**src/design/amp_regs_params.svh**
```systemverilog
// Register offsets, field positions and reset values of the amplifier status and ramp control bank
`ifndef AMP_REGS_PARAMS_SVH
`define AMP_REGS_PARAMS_SVH

// ----------------------------------------------------------------------------
// Register offsets
// ----------------------------------------------------------------------------
`define OFS_PIN_OUTPUT_POLARITY      8'h66
`define OFS_CHIP_IDENTIFIER          8'h67
`define OFS_POWER_STATE_REPORT       8'h68
`define OFS_AUTO_SILENCE_STATUS      8'h69
`define OFS_RAMP_PHASE_CONTROL       8'h6A
`define OFS_SPREAD_SPECTRUM_CONTROL_A 8'h6B
`define OFS_SPREAD_SPECTRUM_CONTROL_B 8'h6C

// ----------------------------------------------------------------------------
// Reset values
// ----------------------------------------------------------------------------
`define RST_PIN_OUTPUT_POLARITY      8'h00
`define RST_POWER_STATE_REPORT       8'h00
`define RST_AUTO_SILENCE_STATUS      8'h00
`define RST_RAMP_PHASE_CONTROL       8'h00
`define RST_SPREAD_SPECTRUM_CONTROL_A 8'h00
`define RST_SPREAD_SPECTRUM_CONTROL_B 8'h00
`define RST_READ_DATA                8'h00

// ----------------------------------------------------------------------------
// Field positions
// ----------------------------------------------------------------------------
`define BIT_INV_PIN1                 0
`define BIT_INV_PIN2                 1
`define BIT_INV_PIN0                 2
`define BIT_LEFT_SILENCE             0
`define BIT_RIGHT_SILENCE            1
`define BIT_PHASE_SYNC_EN            0
`define BIT_PHASE_SYNC_SRC           1
`define FLD_RAMP_PHASE_LSB           2
`define FLD_RAMP_PHASE_MSB           3
`define BIT_TRIANGLE_SPREAD_EN       0
`define BIT_RANDOM_SPREAD_EN         1
`define BIT_SPREAD_MANUAL            4
`define BIT_SPREAD_PRE_DIV           5
`define FLD_TRIANGLE_CTRL_LSB        0
`define FLD_TRIANGLE_CTRL_MSB        3
`define FLD_RANDOM_DITHER_LSB        4
`define FLD_RANDOM_DITHER_MSB        6

// ----------------------------------------------------------------------------
// Ramp phase step in degrees
// ----------------------------------------------------------------------------
`define RAMP_PHASE_STEP_DEG          8'h2D

`endif

```
**src/design/amp_regs_pkg.sv**
```systemverilog
// Types shared by the amplifier status and ramp control bank
`default_nettype none

package amp_regs_pkg;

    typedef logic [7:0] byte_t;

    typedef logic [2:0] pin_vec_t;

    // Order gives the reported codes 0 to 3
    typedef enum logic [1:0] {
        pwr_deep_sleep,
        pwr_sleep,
        pwr_hiz,
        pwr_play
    } power_state_t;

endpackage

`default_nettype wire

```
**src/design/pin_polarity.sv**
```systemverilog
// Output polarity stage for the three general pins
`timescale 1ns/10ps
`default_nettype none

module pin_polarity
(
    input  wire logic                    clk_sys,    // System clock
    input  wire logic                    rst_b,      // Async reset, active low
    input  wire amp_regs_pkg::pin_vec_t  invert,     // Invert per pin, pin index order
    input  wire amp_regs_pkg::pin_vec_t  level_in,   // Core output level per pin
    input  wire amp_regs_pkg::pin_vec_t  oe_in,      // Core output enable per pin
    output logic [2:0]                   pin_out_q,  // Driven pin level
    output logic [2:0]                   pin_oe_q    // Pin output enable, high drives
);
    import amp_regs_pkg::*;

    // ------------------------------------------------------------------------
    // Polarity
    // ------------------------------------------------------------------------
    // An input pin is left undriven and its level held low so inversion cannot leak
    wire pin_vec_t pin_out_d = (level_in ^ invert) & oe_in;
    wire pin_vec_t pin_oe_d  = oe_in;

    always_ff @(posedge clk_sys or negedge rst_b)
    begin
        if (!rst_b)
        begin
            pin_out_q <= 3'h0;
            pin_oe_q  <= 3'h0;
        end
        else
        begin
            pin_out_q <= pin_out_d;
            pin_oe_q  <= pin_oe_d;
        end
    end

endmodule

`default_nettype wire

```
**src/design/ramp_phase_sync.sv**
```systemverilog
// Ramp phase selection and phase synchronisation pulse
`timescale 1ns/10ps
`include "amp_regs_params.svh"
`default_nettype none

module ramp_phase_sync
(
    input  wire logic        clk_sys,          // System clock
    input  wire logic        rst_b,            // Async reset, active low
    input  wire logic [1:0]  phase_sel,        // Programmed ramp phase
    input  wire logic        sync_en,          // Phase sync enable
    input  wire logic        sync_src_internal,// 1 internal source, 0 pin
    input  wire logic        sync_pin,         // Sync pin, asynchronous
    input  wire logic        internal_sync,    // Internal sync pulse, same clock
    input  wire logic        in_play,          // Device is in play state
    output logic [1:0]       ramp_phase_q,     // Phase in use by the ramp
    output logic [7:0]       ramp_phase_deg_q, // Phase offset in degrees
    output logic             ramp_sync_q       // One-cycle phase sync pulse
);
    import amp_regs_pkg::*;

    // ------------------------------------------------------------------------
    // Functions
    // ------------------------------------------------------------------------
    function automatic byte_t phase_to_deg(input logic [1:0] ph);
        phase_to_deg = 8'({6'h00, ph} * `RAMP_PHASE_STEP_DEG);
    endfunction

    // ------------------------------------------------------------------------
    // Sync pin crossing and edge detect
    // ------------------------------------------------------------------------
    logic sync_meta_q;
    logic sync_stable_q;
    logic sync_prev_q;

    wire logic pin_rise    = sync_stable_q & ~sync_prev_q;
    wire logic sync_source = sync_src_internal ? internal_sync : pin_rise;
    wire logic sync_d      = sync_en & sync_source;

    // Phase is frozen during play so a late write cannot jerk a running ramp
    wire logic [1:0] phase_d = in_play ? ramp_phase_q : phase_sel;

    always_ff @(posedge clk_sys or negedge rst_b)
    begin
        if (!rst_b)
        begin
            sync_meta_q      <= 1'b0;
            sync_stable_q    <= 1'b0;
            sync_prev_q      <= 1'b0;
            ramp_sync_q      <= 1'b0;
            ramp_phase_q     <= 2'h0;
            ramp_phase_deg_q <= 8'h00;
        end
        else
        begin
            sync_meta_q      <= sync_pin;
            sync_stable_q    <= sync_meta_q;
            sync_prev_q      <= sync_stable_q;
            ramp_sync_q      <= sync_d;
            ramp_phase_q     <= phase_d;
            ramp_phase_deg_q <= phase_to_deg(phase_d);
        end
    end

endmodule

`default_nettype wire

```
**src/design/amp_status_ramp_ss_regs.sv**
```systemverilog
// Status, pin polarity, ramp phase and spread-spectrum register bank
//
// Operation
// - Polarity bit 0 inverts pin 1, bit 1 pin 2, bit 2 pin 0.
// - Eight-bit read-only chip identifier, fixed value, unchanged by writes.
// - Power report reads 0 deep sleep, 1 sleep, 2 high-impedance, 3 play.
// - Status bit 1 reads 1 while right channel is auto-muted.
// - Status bit 0 reads 1 while left channel is auto-muted.
// - Two-bit ramp phase selects phase 0 to 3, 45 degrees apart.
// - Sync source bit picks pin sync at 0, internal sync at 1.
// - Phase control bit 0 enables ramp phase sync; cleared, none applied.
// - In manual mode bit 5 selects PLL clock divided by two.
// - Bit 4 puts the spread controller in manual mode, else default.
// - Bit 1 enables random spread, bit 0 triangle spread; reset 0.
// - Bits 6 to 4 of second register set random dither, reset 000.
// - Bits 3 to 0 of second register set triangle control, reset 0000.
`timescale 1ns/10ps
`include "amp_regs_params.svh"
`default_nettype none

module amp_status_ramp_ss_regs
#(
    parameter logic [7:0] CHIP_ID = 8'h5A        // Arbitrary identifier value
)
(
    input  wire logic                    clk_sys,          // System clock, 20 MHz
    input  wire logic                    rst_b,            // Async reset, active low
    input  wire amp_regs_pkg::byte_t     reg_addr,         // Register offset
    input  wire amp_regs_pkg::byte_t     reg_wdata,        // Write data
    input  wire logic                    reg_wr,           // Write strobe, one cycle
    input  wire logic                    reg_rd,           // Read strobe, one cycle
    output logic [7:0]                   reg_rdata_q,      // Read data
    output logic                         reg_rvalid_q,     // Read data valid pulse
    input  wire amp_regs_pkg::byte_t     power_state_in,   // Power state code from core
    input  wire logic                    right_silent_in,  // Right channel auto-muted
    input  wire logic                    left_silent_in,   // Left channel auto-muted
    input  wire amp_regs_pkg::pin_vec_t  pin_level_in,     // Pin output levels from core
    input  wire amp_regs_pkg::pin_vec_t  pin_dir_out_in,   // Pin is an output, per pin
    output logic [2:0]                   pin_out_q,        // Driven pin levels
    output logic [2:0]                   pin_oe_q,         // Pin output enables
    input  wire logic                    phase_sync_pin,   // Phase sync pin, async
    input  wire logic                    internal_sync_in, // Internal sync pulse
    output logic [1:0]                   ramp_phase_q,     // Ramp phase in use
    output logic [7:0]                   ramp_phase_deg_q, // Ramp phase offset, degrees
    output logic                         ramp_sync_q,      // Phase sync pulse
    output logic                         ss_manual_q,      // Spread controller manual mode
    output logic                         ss_src_div2_q,    // Spread source is PLL over two
    output logic                         ss_random_en_q,   // Random spread enable
    output logic                         ss_triangle_en_q, // Triangle spread enable
    output logic [2:0]                   ss_dither_q,      // Random dither amount
    output logic [3:0]                   ss_triangle_ctrl_q // Triangle frequency and range
);
    import amp_regs_pkg::*;

    // ------------------------------------------------------------------------
    // Functions
    // ------------------------------------------------------------------------
    function automatic logic addr_hit(input byte_t addr, input byte_t ofs);
        addr_hit = (addr == ofs);
    endfunction

    // ------------------------------------------------------------------------
    // Register storage
    // ------------------------------------------------------------------------
    byte_t pin_polarity_q;
    byte_t power_state_q;
    byte_t silence_status_q;
    byte_t phase_ctrl_q;
    byte_t ss_ctrl_a_q;
    byte_t ss_ctrl_b_q;

    // ------------------------------------------------------------------------
    // Address decode
    // ------------------------------------------------------------------------
    wire logic hit_polarity = addr_hit(reg_addr, `OFS_PIN_OUTPUT_POLARITY);
    wire logic hit_chip_id  = addr_hit(reg_addr, `OFS_CHIP_IDENTIFIER);
    wire logic hit_power    = addr_hit(reg_addr, `OFS_POWER_STATE_REPORT);
    wire logic hit_silence  = addr_hit(reg_addr, `OFS_AUTO_SILENCE_STATUS);
    wire logic hit_phase    = addr_hit(reg_addr, `OFS_RAMP_PHASE_CONTROL);
    wire logic hit_ss_a     = addr_hit(reg_addr, `OFS_SPREAD_SPECTRUM_CONTROL_A);
    wire logic hit_ss_b     = addr_hit(reg_addr, `OFS_SPREAD_SPECTRUM_CONTROL_B);

    // Read-only registers have no write enable, so writes to them fall away
    wire logic wr_polarity = reg_wr & hit_polarity;
    wire logic wr_phase    = reg_wr & hit_phase;
    wire logic wr_ss_a     = reg_wr & hit_ss_a;
    wire logic wr_ss_b     = reg_wr & hit_ss_b;

    // ------------------------------------------------------------------------
    // Next values of writable registers
    // ------------------------------------------------------------------------
    // Reserved bits are stored whole and read back, but nothing downstream uses them
    wire byte_t pin_polarity_d = wr_polarity ? reg_wdata : pin_polarity_q;
    wire byte_t phase_ctrl_d   = wr_phase ? reg_wdata : phase_ctrl_q;
    wire byte_t ss_ctrl_a_d    = wr_ss_a ? reg_wdata : ss_ctrl_a_q;
    wire byte_t ss_ctrl_b_d    = wr_ss_b ? reg_wdata : ss_ctrl_b_q;

    // ------------------------------------------------------------------------
    // Status capture
    // ------------------------------------------------------------------------
    // Core drives these on the same clock; one register stage keeps reads stable
    wire byte_t power_state_d    = power_state_in;
    wire byte_t silence_status_d = {6'h00, right_silent_in, left_silent_in};

    wire logic in_play = (power_state_q[7:2] == 6'h00) && (power_state_q[1:0] == pwr_play);

    // ------------------------------------------------------------------------
    // Read mux
    // ------------------------------------------------------------------------
    // Unmapped offsets read as zero
    wire byte_t read_mux =
        hit_polarity ? pin_polarity_q   :
        hit_chip_id  ? CHIP_ID          :
        hit_power    ? power_state_q    :
        hit_silence  ? silence_status_q :
        hit_phase    ? phase_ctrl_q     :
        hit_ss_a     ? ss_ctrl_a_q      :
        hit_ss_b     ? ss_ctrl_b_q      :
                       `RST_READ_DATA;

    wire byte_t reg_rdata_d = reg_rd ? read_mux : reg_rdata_q;

    // ------------------------------------------------------------------------
    // Spread-spectrum controls
    // ------------------------------------------------------------------------
    wire logic ss_manual_d    = ss_ctrl_a_d[`BIT_SPREAD_MANUAL];
    wire logic ss_src_div2_d  = ss_ctrl_a_d[`BIT_SPREAD_PRE_DIV] & ss_manual_d;
    wire logic ss_random_d    = ss_ctrl_a_d[`BIT_RANDOM_SPREAD_EN];
    wire logic ss_triangle_d  = ss_ctrl_a_d[`BIT_TRIANGLE_SPREAD_EN];
    wire logic [2:0] dither_d = ss_ctrl_b_d[`FLD_RANDOM_DITHER_MSB:`FLD_RANDOM_DITHER_LSB];
    wire logic [3:0] tri_d    = ss_ctrl_b_d[`FLD_TRIANGLE_CTRL_MSB:`FLD_TRIANGLE_CTRL_LSB];

    // ------------------------------------------------------------------------
    // Register file
    // ------------------------------------------------------------------------
    always_ff @(posedge clk_sys or negedge rst_b)
    begin
        if (!rst_b)
        begin
            pin_polarity_q   <= `RST_PIN_OUTPUT_POLARITY;
            power_state_q    <= `RST_POWER_STATE_REPORT;
            silence_status_q <= `RST_AUTO_SILENCE_STATUS;
            phase_ctrl_q     <= `RST_RAMP_PHASE_CONTROL;
            ss_ctrl_a_q      <= `RST_SPREAD_SPECTRUM_CONTROL_A;
            ss_ctrl_b_q      <= `RST_SPREAD_SPECTRUM_CONTROL_B;
        end
        else
        begin
            pin_polarity_q   <= pin_polarity_d;
            power_state_q    <= power_state_d;
            silence_status_q <= silence_status_d;
            phase_ctrl_q     <= phase_ctrl_d;
            ss_ctrl_a_q      <= ss_ctrl_a_d;
            ss_ctrl_b_q      <= ss_ctrl_b_d;
        end
    end

    // ------------------------------------------------------------------------
    // Read port
    // ------------------------------------------------------------------------
    always_ff @(posedge clk_sys or negedge rst_b)
    begin
        if (!rst_b)
        begin
            reg_rdata_q  <= `RST_READ_DATA;
            reg_rvalid_q <= 1'b0;
        end
        else
        begin
            reg_rdata_q  <= reg_rdata_d;
            reg_rvalid_q <= reg_rd;
        end
    end

    // ------------------------------------------------------------------------
    // Spread-spectrum outputs
    // ------------------------------------------------------------------------
    // Taken from the next register value so outputs follow a write with no extra lag
    always_ff @(posedge clk_sys or negedge rst_b)
    begin
        if (!rst_b)
        begin
            ss_manual_q        <= 1'b0;
            ss_src_div2_q      <= 1'b0;
            ss_random_en_q     <= 1'b0;
            ss_triangle_en_q   <= 1'b0;
            ss_dither_q        <= 3'h0;
            ss_triangle_ctrl_q <= 4'h0;
        end
        else
        begin
            ss_manual_q        <= ss_manual_d;
            ss_src_div2_q      <= ss_src_div2_d;
            ss_random_en_q     <= ss_random_d;
            ss_triangle_en_q   <= ss_triangle_d;
            ss_dither_q        <= dither_d;
            ss_triangle_ctrl_q <= tri_d;
        end
    end

    // ------------------------------------------------------------------------
    // General pin polarity
    // ------------------------------------------------------------------------
    // Field bit order differs from pin numbering; reorder into pin index order
    wire pin_vec_t invert_by_pin =
        {pin_polarity_q[`BIT_INV_PIN2],
         pin_polarity_q[`BIT_INV_PIN1],
         pin_polarity_q[`BIT_INV_PIN0]};

    pin_polarity u_pin_polarity
    (
        .clk_sys   (clk_sys),
        .rst_b     (rst_b),
        .invert    (invert_by_pin),
        .level_in  (pin_level_in),
        .oe_in     (pin_dir_out_in),
        .pin_out_q (pin_out_q),
        .pin_oe_q  (pin_oe_q)
    );

    // ------------------------------------------------------------------------
    // Ramp phase and synchronisation
    // ------------------------------------------------------------------------
    wire logic [1:0] phase_sel_fld = phase_ctrl_q[`FLD_RAMP_PHASE_MSB:`FLD_RAMP_PHASE_LSB];
    wire logic       sync_en_bit   = phase_ctrl_q[`BIT_PHASE_SYNC_EN];
    wire logic       sync_src_bit  = phase_ctrl_q[`BIT_PHASE_SYNC_SRC];

    ramp_phase_sync u_ramp_phase_sync
    (
        .clk_sys           (clk_sys),
        .rst_b             (rst_b),
        .phase_sel         (phase_sel_fld),
        .sync_en           (sync_en_bit),
        .sync_src_internal (sync_src_bit),
        .sync_pin          (phase_sync_pin),
        .internal_sync     (internal_sync_in),
        .in_play           (in_play),
        .ramp_phase_q      (ramp_phase_q),
        .ramp_phase_deg_q  (ramp_phase_deg_q),
        .ramp_sync_q       (ramp_sync_q)
    );

endmodule

`default_nettype wire

```
**config.mk**
```make
export PLATFORM = sky130hd
export DESIGN_NAME = amp_status_ramp_ss_regs
export DESIGN_NICKNAME = d
export VERILOG_FILES = /design/src/design/amp_regs_pkg.sv /design/src/design/pin_polarity.sv /design/src/design/ramp_phase_sync.sv /design/src/design/amp_status_ramp_ss_regs.sv
export VERILOG_INCLUDE_DIRS = /design/src /design/src/design
export SDC_FILE = /design/constraint.sdc
export NUM_CORES = 1
export LEC_CHECK = 0
export BUFFER_PORTS_ARGS = -buffer_cell sky130_fd_sc_hd__buf_2
export CORE_MARGIN = 5
export CORE_UTILIZATION = 29
export DETAILED_ROUTE_END_ITERATION = 16
export GPL_TIMING_DRIVEN = 0
export PLACE_DENSITY_LB_ADDON = 0.3
export SLEW_MARGIN = 25
export SYNTH_ARGS = -nofsm -noshare
export SYNTH_HDL_FRONTEND = slang
export SYNTH_HIERARCHICAL = 1
export SYNTH_SLANG_ARGS = --single-unit
```
**constraint.sdc**
```tcl
create_clock -name clk_sys -period 4.4 [get_ports clk_sys]
set_input_delay 0.22 -clock clk_sys [delete_from_list [all_inputs] [get_ports clk_sys]]
set_output_delay 0.22 -clock clk_sys [all_outputs]
set_load 0.005 [all_outputs]
```
Word level (Yosys, flattened, before mapping)
Index checks and enable logic that the tools add are counted.
- bits of input ports: 38
- flip-flop bits (word level): 82
- reductions and logical operators: 2
- mux-type cells: 11
- multipliers: 1
- equality and inequality tests: 8
- bitwise operators: 10
- operator list (kind ; count):
    8-bit by 7-bit == test with 1-bit output, second input constant ; 7
    8-bit 2-to-1 mux ; 7
    2-bit by 6-bit multiplier with 8-bit output, second input constant ; 1
    1-bit bitwise AND ; 7
    7-bit 2-to-1 mux ; 1
    6-bit logical NOT ; 1
    6-bit 2-to-1 mux ; 1
    3-bit bitwise AND ; 1
    3-bit XOR ; 1
    2-bit == test, second input constant ; 1
    2-bit 2-to-1 mux ; 1
    1-bit logical AND ; 1
    1-bit 2-to-1 mux ; 1
    1-bit NOT ; 1

Depth between registers and ports, before layout
- depth in word-level cells: 8
- depth in mapped cells: 7

By module
Netlist, hierarchy kept.
- modules (own cells, without submodules) (module ; cells each ; area an instance (um2) ; times used):
    amp_status_ramp_ss_regs ; 196 ; 2359.8 ; 1
    ramp_phase_sync ; 24 ; 367.9 ; 1
    pin_polarity ; 12 ; 195.2 ; 1

Worst setup path before layout
OpenSTA, ideal clock, no wires.
- kind: register -> register
- start: register power_state_q[6]
- end: register u_ramp_phase_sync.ramp_phase_deg_q[3]
- slack: 2424 ps
- arrival time: 1863 ps
- buffers on the path: 0
- required time: 4287 ps
- clock period less this slack: 1976 ps
- cell stages (with the launch flop): 7
- path through: dfrtp_1 -> or4_1 -> nor4_1 -> mux2i_1 -> inv_1 -> ha_1 -> inv_1
- word-level cells in the longest chain between the ends: 4
- ends and longest elaborated chain (element ; line ; RTL):
    start: declaration ; amp_status_ramp_ss_regs.sv:66 ; byte_t power_state_q;
    start signal: assignment ; amp_status_ramp_ss_regs.sv:141 ; power_state_q <= `RST_POWER_STATE_REPORT;
    start signal: assignment ; amp_status_ramp_ss_regs.sv:150 ; power_state_q <= power_state_d;
    6-bit logical NOT ; amp_status_ramp_ss_regs.sv:105 ; wire logic in_play = (power_state_q[7:2] == 6'h00) && (power_state_q[1:0] == pwr_play);
    1-bit logical AND ; amp_status_ramp_ss_regs.sv:105 ;
    net in_play ; amp_status_ramp_ss_regs.sv:105 ;
    2-bit 2-to-1 mux ; ramp_phase_sync.sv:41 ; wire logic [1:0] phase_d = in_play ? ramp_phase_q : phase_sel;
    net u_ramp_phase_sync.phase_d[1] ; ramp_phase_sync.sv:41 ;
    2-bit by 6-bit multiplier with 8-bit output (no line) ; n/a ;
    end signal: assignment ; ramp_phase_sync.sv:61 ; ramp_phase_deg_q <= phase_to_deg(phase_d);
    end: declaration ; ramp_phase_sync.sv:17 ; output logic [7:0] ramp_phase_deg_q,
The timed path passes the listed nets, and every way through them passes these cells.
A chain may end at the register's enable or synchronous reset.

Worst setup path after layout
Same ends and word-level chain as after synthesis.

==> results.yml <==
timing:
  slew_headroom: 0.623
  rsz0062_at_grt: "no"
  hold_viol_final: 0
  drv_slew: 0
  fin_ws_ns: 2.20
  min_period_over_period: 0.500
  worst_pin_slew_ns: 0.561
  fin_skew_ns: 0.00883
  finalSetupViolCount: 0
  timing.hold.ws_ns: 0.106
  fin_crit_ns: 2.20
  fmax_mhz: 455
  setup_tns_ns: 0
placed_design:
  port-buffer-count: 73
  routabilityCongestion: 0.789
  pre_cts_ws_ns: 2.19
  hpwl_mm: 5.31
drt:
  wl_per_cell_um: 15.9
  finalWirelength_mm: 7.49
  postRouteAntennaNets: 0
  drc: 0
  drt_iter0_drc: 133
  vias: 2177
  viasPerCell: 4.62
  firstDrtPassIters: 4
global_routing:
  grt_max_degree: 39
  antenna_found_initial: 0
  gr-total-overflow: 0
  grt_pass1_vias: 2330
  grt.total_usage: 0.129
  grt_pass1_wl_mm: 11.9
power:
  cellPowerDensity_nw_per_um2: 345
  ir_drop_uv: 165
  leakagePower_nw: 1.93
worst_setup_path:
  endpoint_kind: "flop"
  r2r_slack_ns: 2.20
  reg2reg_from: "power_state_q[6]"
  r2r_end: "u_ramp_phase_sync/ramp_phase_deg_q[3]"
  r2r_cells: 6
  critPathRequiredTime_ns: 4.64
  path_class: "flop to flop"
  cp.arrival_ns: 2.44
  path_max_fanout: 3
  worstSetupStartpointType: "flop"
cts:
  htree_num_levels: 3
  cts.sinks: 68
  clk_path_buf_depth: 2
  clockRootBuffer: "clkbuf_8"
  tritoncts: "built"
  cts_buffers: 9
  clk_latency_ns: 0.33
  post_cts_buffers: 0
  cts_resized: 0
  clk_pin_slew_ns: 0.07
yosys:
  ys_types: 42
  ys_ff_latch: 68
  yosys_warnings: 6
  synth_cells: 232
  synthTopCellsByArea: "dfrtp_1, mux2_2, buf_4"
  synth_top_area_frac: 0.582
  synth.cell_area_um2: 2920
  synth_nets: 273
  yosys.area.top_type: "dfrtp_1"
  ys_seq_area_frac: 0.582
  syn_avg_cell_area_um2: 12.6
finish:
  nets: 374
  drive_gt1_frac: 0.423
  diodes: 0
  syn_to_final_growth_pct: 31.1
  multiInputGateArea_um2: 1060
  regArea_um2: 1700
  fill_cells: 1006
run_status:
  status: "completed"
min_path:
  hp-start: "internal_sync_in"
  hp-class: "input pin to flop"
  min_to: "u_ramp_phase_sync/ramp_sync_q"
  hold_depth: 2
die:
  fp.dieW_um: 110
  core_area_um2: 9820
  initial_utilization: 0.298
  pin_count: 75
  die_area_um2: 12200
  rows: 36
  die_h_um: 110
job:
  drv_cap: 0
[cell type report]
cell class              instances  share of cell area
clock inverters                 4              0.0127
repair buffers                 90               0.143
multi-input cells             136               0.277
flip-flops and latches         68               0.444
well taps                     133              0.0434
clock buffers                  12              0.0379
inverters                       7             0.00686
plain buffers                  21              0.0346
[registers in the layout, summed over array words and instances, names as in the netlist, 2 cells and up]
register	cells
phase_ctrl_q	8
power_state_q	8
u_ramp_phase_sync/ramp_phase_deg_q	6
reg_rdata_q	8
ss_ctrl_a_q	8
pin_polarity_q	8
ss_ctrl_b_q	3
ss_dither_q	2
u_pin_polarity/pin_oe_q	3
silence_status_q	2
u_pin_polarity/pin_out_q	3
ss_triangle_ctrl_q	3
[what timing repair did]
action | 4_1_cts | 5_1_grt
setup endpoints to repair | 0 | 0
hold buffers | 16 | 0
hold endpoints to repair | 45 | 0
[power breakdown]
| part | total (mW) | switching [mW] | internal [mW] |
|---|---|---|---|
| logic | 0.140 | 0.0680 | 0.0717 |
| clock network | 0.506 | 0.229 | 0.277 |
| registers | 0.676 | 0.0192 | 0.657 |
[logic make-up after synthesis]
kind of cell / Yosys count / synth area share
AO/OA/AOI/OAI: 47 / 0.102
adder cells (fa/ha/maj): 3 / 0.0128
multiplexers: 36 / 0.137
AND/OR/NAND/NOR: 47 / 0.102
flip-flops: 68 / 0.582
XOR/XNOR: 3 / 0.00899
buffers and inverters: 28 / 0.0544
[through the flow]
stage | util | cells | cell area, µm² | total power [mW]
4_1_cts | 0.390 | 471 | 3830 | 1.34
5_1_grt | 0.390 | 471 | 3830 | 1.39
2_1_floorplan | - | 232 | 2920 | 0.744
3_3_place_gp | 0.352 | 438 | 3450 | 0.813
6_report | 0.390 | 471 | 3830 | 1.32
3_5_place_dp | 0.354 | 439 | 3480 | 0.818
[placed cells by master (no fill, tap or decap), types with 2 or more instances in the layout]
cell / Yosys / final
o21ai_0: 10 / 10
nor2b_1: 3 / 3
mux2i_1: 3 / 3
a21oi_1: 9 / 9
clkbuf_8: 0 / 10
nor2_1: 8 / 8
a22oi_1: 5 / 5
dlygate4sd3_1: 0 / 16
and2_1: 4 / 4
mux2_2: 33 / 33
o221ai_1: 2 / 2
buf_4: 11 / 12
clkbuf_1: 5 / 7
inv_1: 7 / 7
nand2b_1: 3 / 3
clkinv_2: 0 / 2
a31oi_1: 3 / 3
nand2_1: 6 / 6
ha_1: 3 / 3
buf_2: 4 / 76
o211ai_1: 3 / 3
xor2_1: 3 / 3
o22ai_1: 7 / 7
and3_1: 2 / 2
dfrtp_1: 68 / 68
o21a_1: 5 / 5
nand3_1: 6 / 6
nor4bb_1: 2 / 2
[critical path, stage by stage, from the launching register on]
cell	delay (ns)
dfrtp_1	0.41
or4_1	0.51
nor4_1	0.44
mux2i_1	0.30
inv_1	0.11
ha_1	0.29
inv_1	0.04
[synthesized netlist by cell type]
master and n:
a22oi_1 5, nor4_1 1, buf_6 1, nand3b_1 1, o21a_1 5, nor3_1 1
o221ai_1 2, nand4_4 1, nor4bb_1 2, buf_2 4, and4b_1 1, xor2_1 3
a21oi_1 9, clkbuf_1 5, o21ai_0 10, o22ai_1 7, buf_4 11, and2_1 4
a31o_1 1, mux2_2 33, inv_1 7, a31oi_1 3, and3_1 2, or4_1 1
mux2i_1 3, nor2_1 8, and2_4 1, dfrtp_1 68, and3b_1 1, nand2_1 6
nor2b_1 3, a32oi_1 1, o211ai_1 3, nor2_2 1, nand2b_1 3, nor3b_1 1
a2bb2oi_1 1, nand3_1 6, nand4_2 1, and4bb_2 1, nand2_2 1, ha_1 3
[how the worst max path moves through the flow]
stage,from,to,slack [ns],depth (start not counted)
after floorplan,power_state_q[6],u_ramp_phase_sync/ramp_phase_deg_q[3],2.42,6
after global placement,power_state_q[6],u_ramp_phase_sync/ramp_phase_deg_q[3],2.20,6
after detailed placement,power_state_q[6],u_ramp_phase_sync/ramp_phase_deg_q[3],2.19,6
after CTS,power_state_q[6],u_ramp_phase_sync/ramp_phase_deg_q[3],2.17,6
after global routing,power_state_q[6],u_ramp_phase_sync/ramp_phase_deg_q[3],2.06,6
final,power_state_q[6],u_ramp_phase_sync/ramp_phase_deg_q[3],2.20,6
[per-layer routing]
metal	vias up	global-route usage	part of all wire
li1	1022	-	-
met1	1076	0.167	0.46
met2	68	0.207	0.46
met3	11	0.0320	0.060
met4	0	0.0536	0.020
met5	-	0	0
Power figures use the tool's default switching activity.
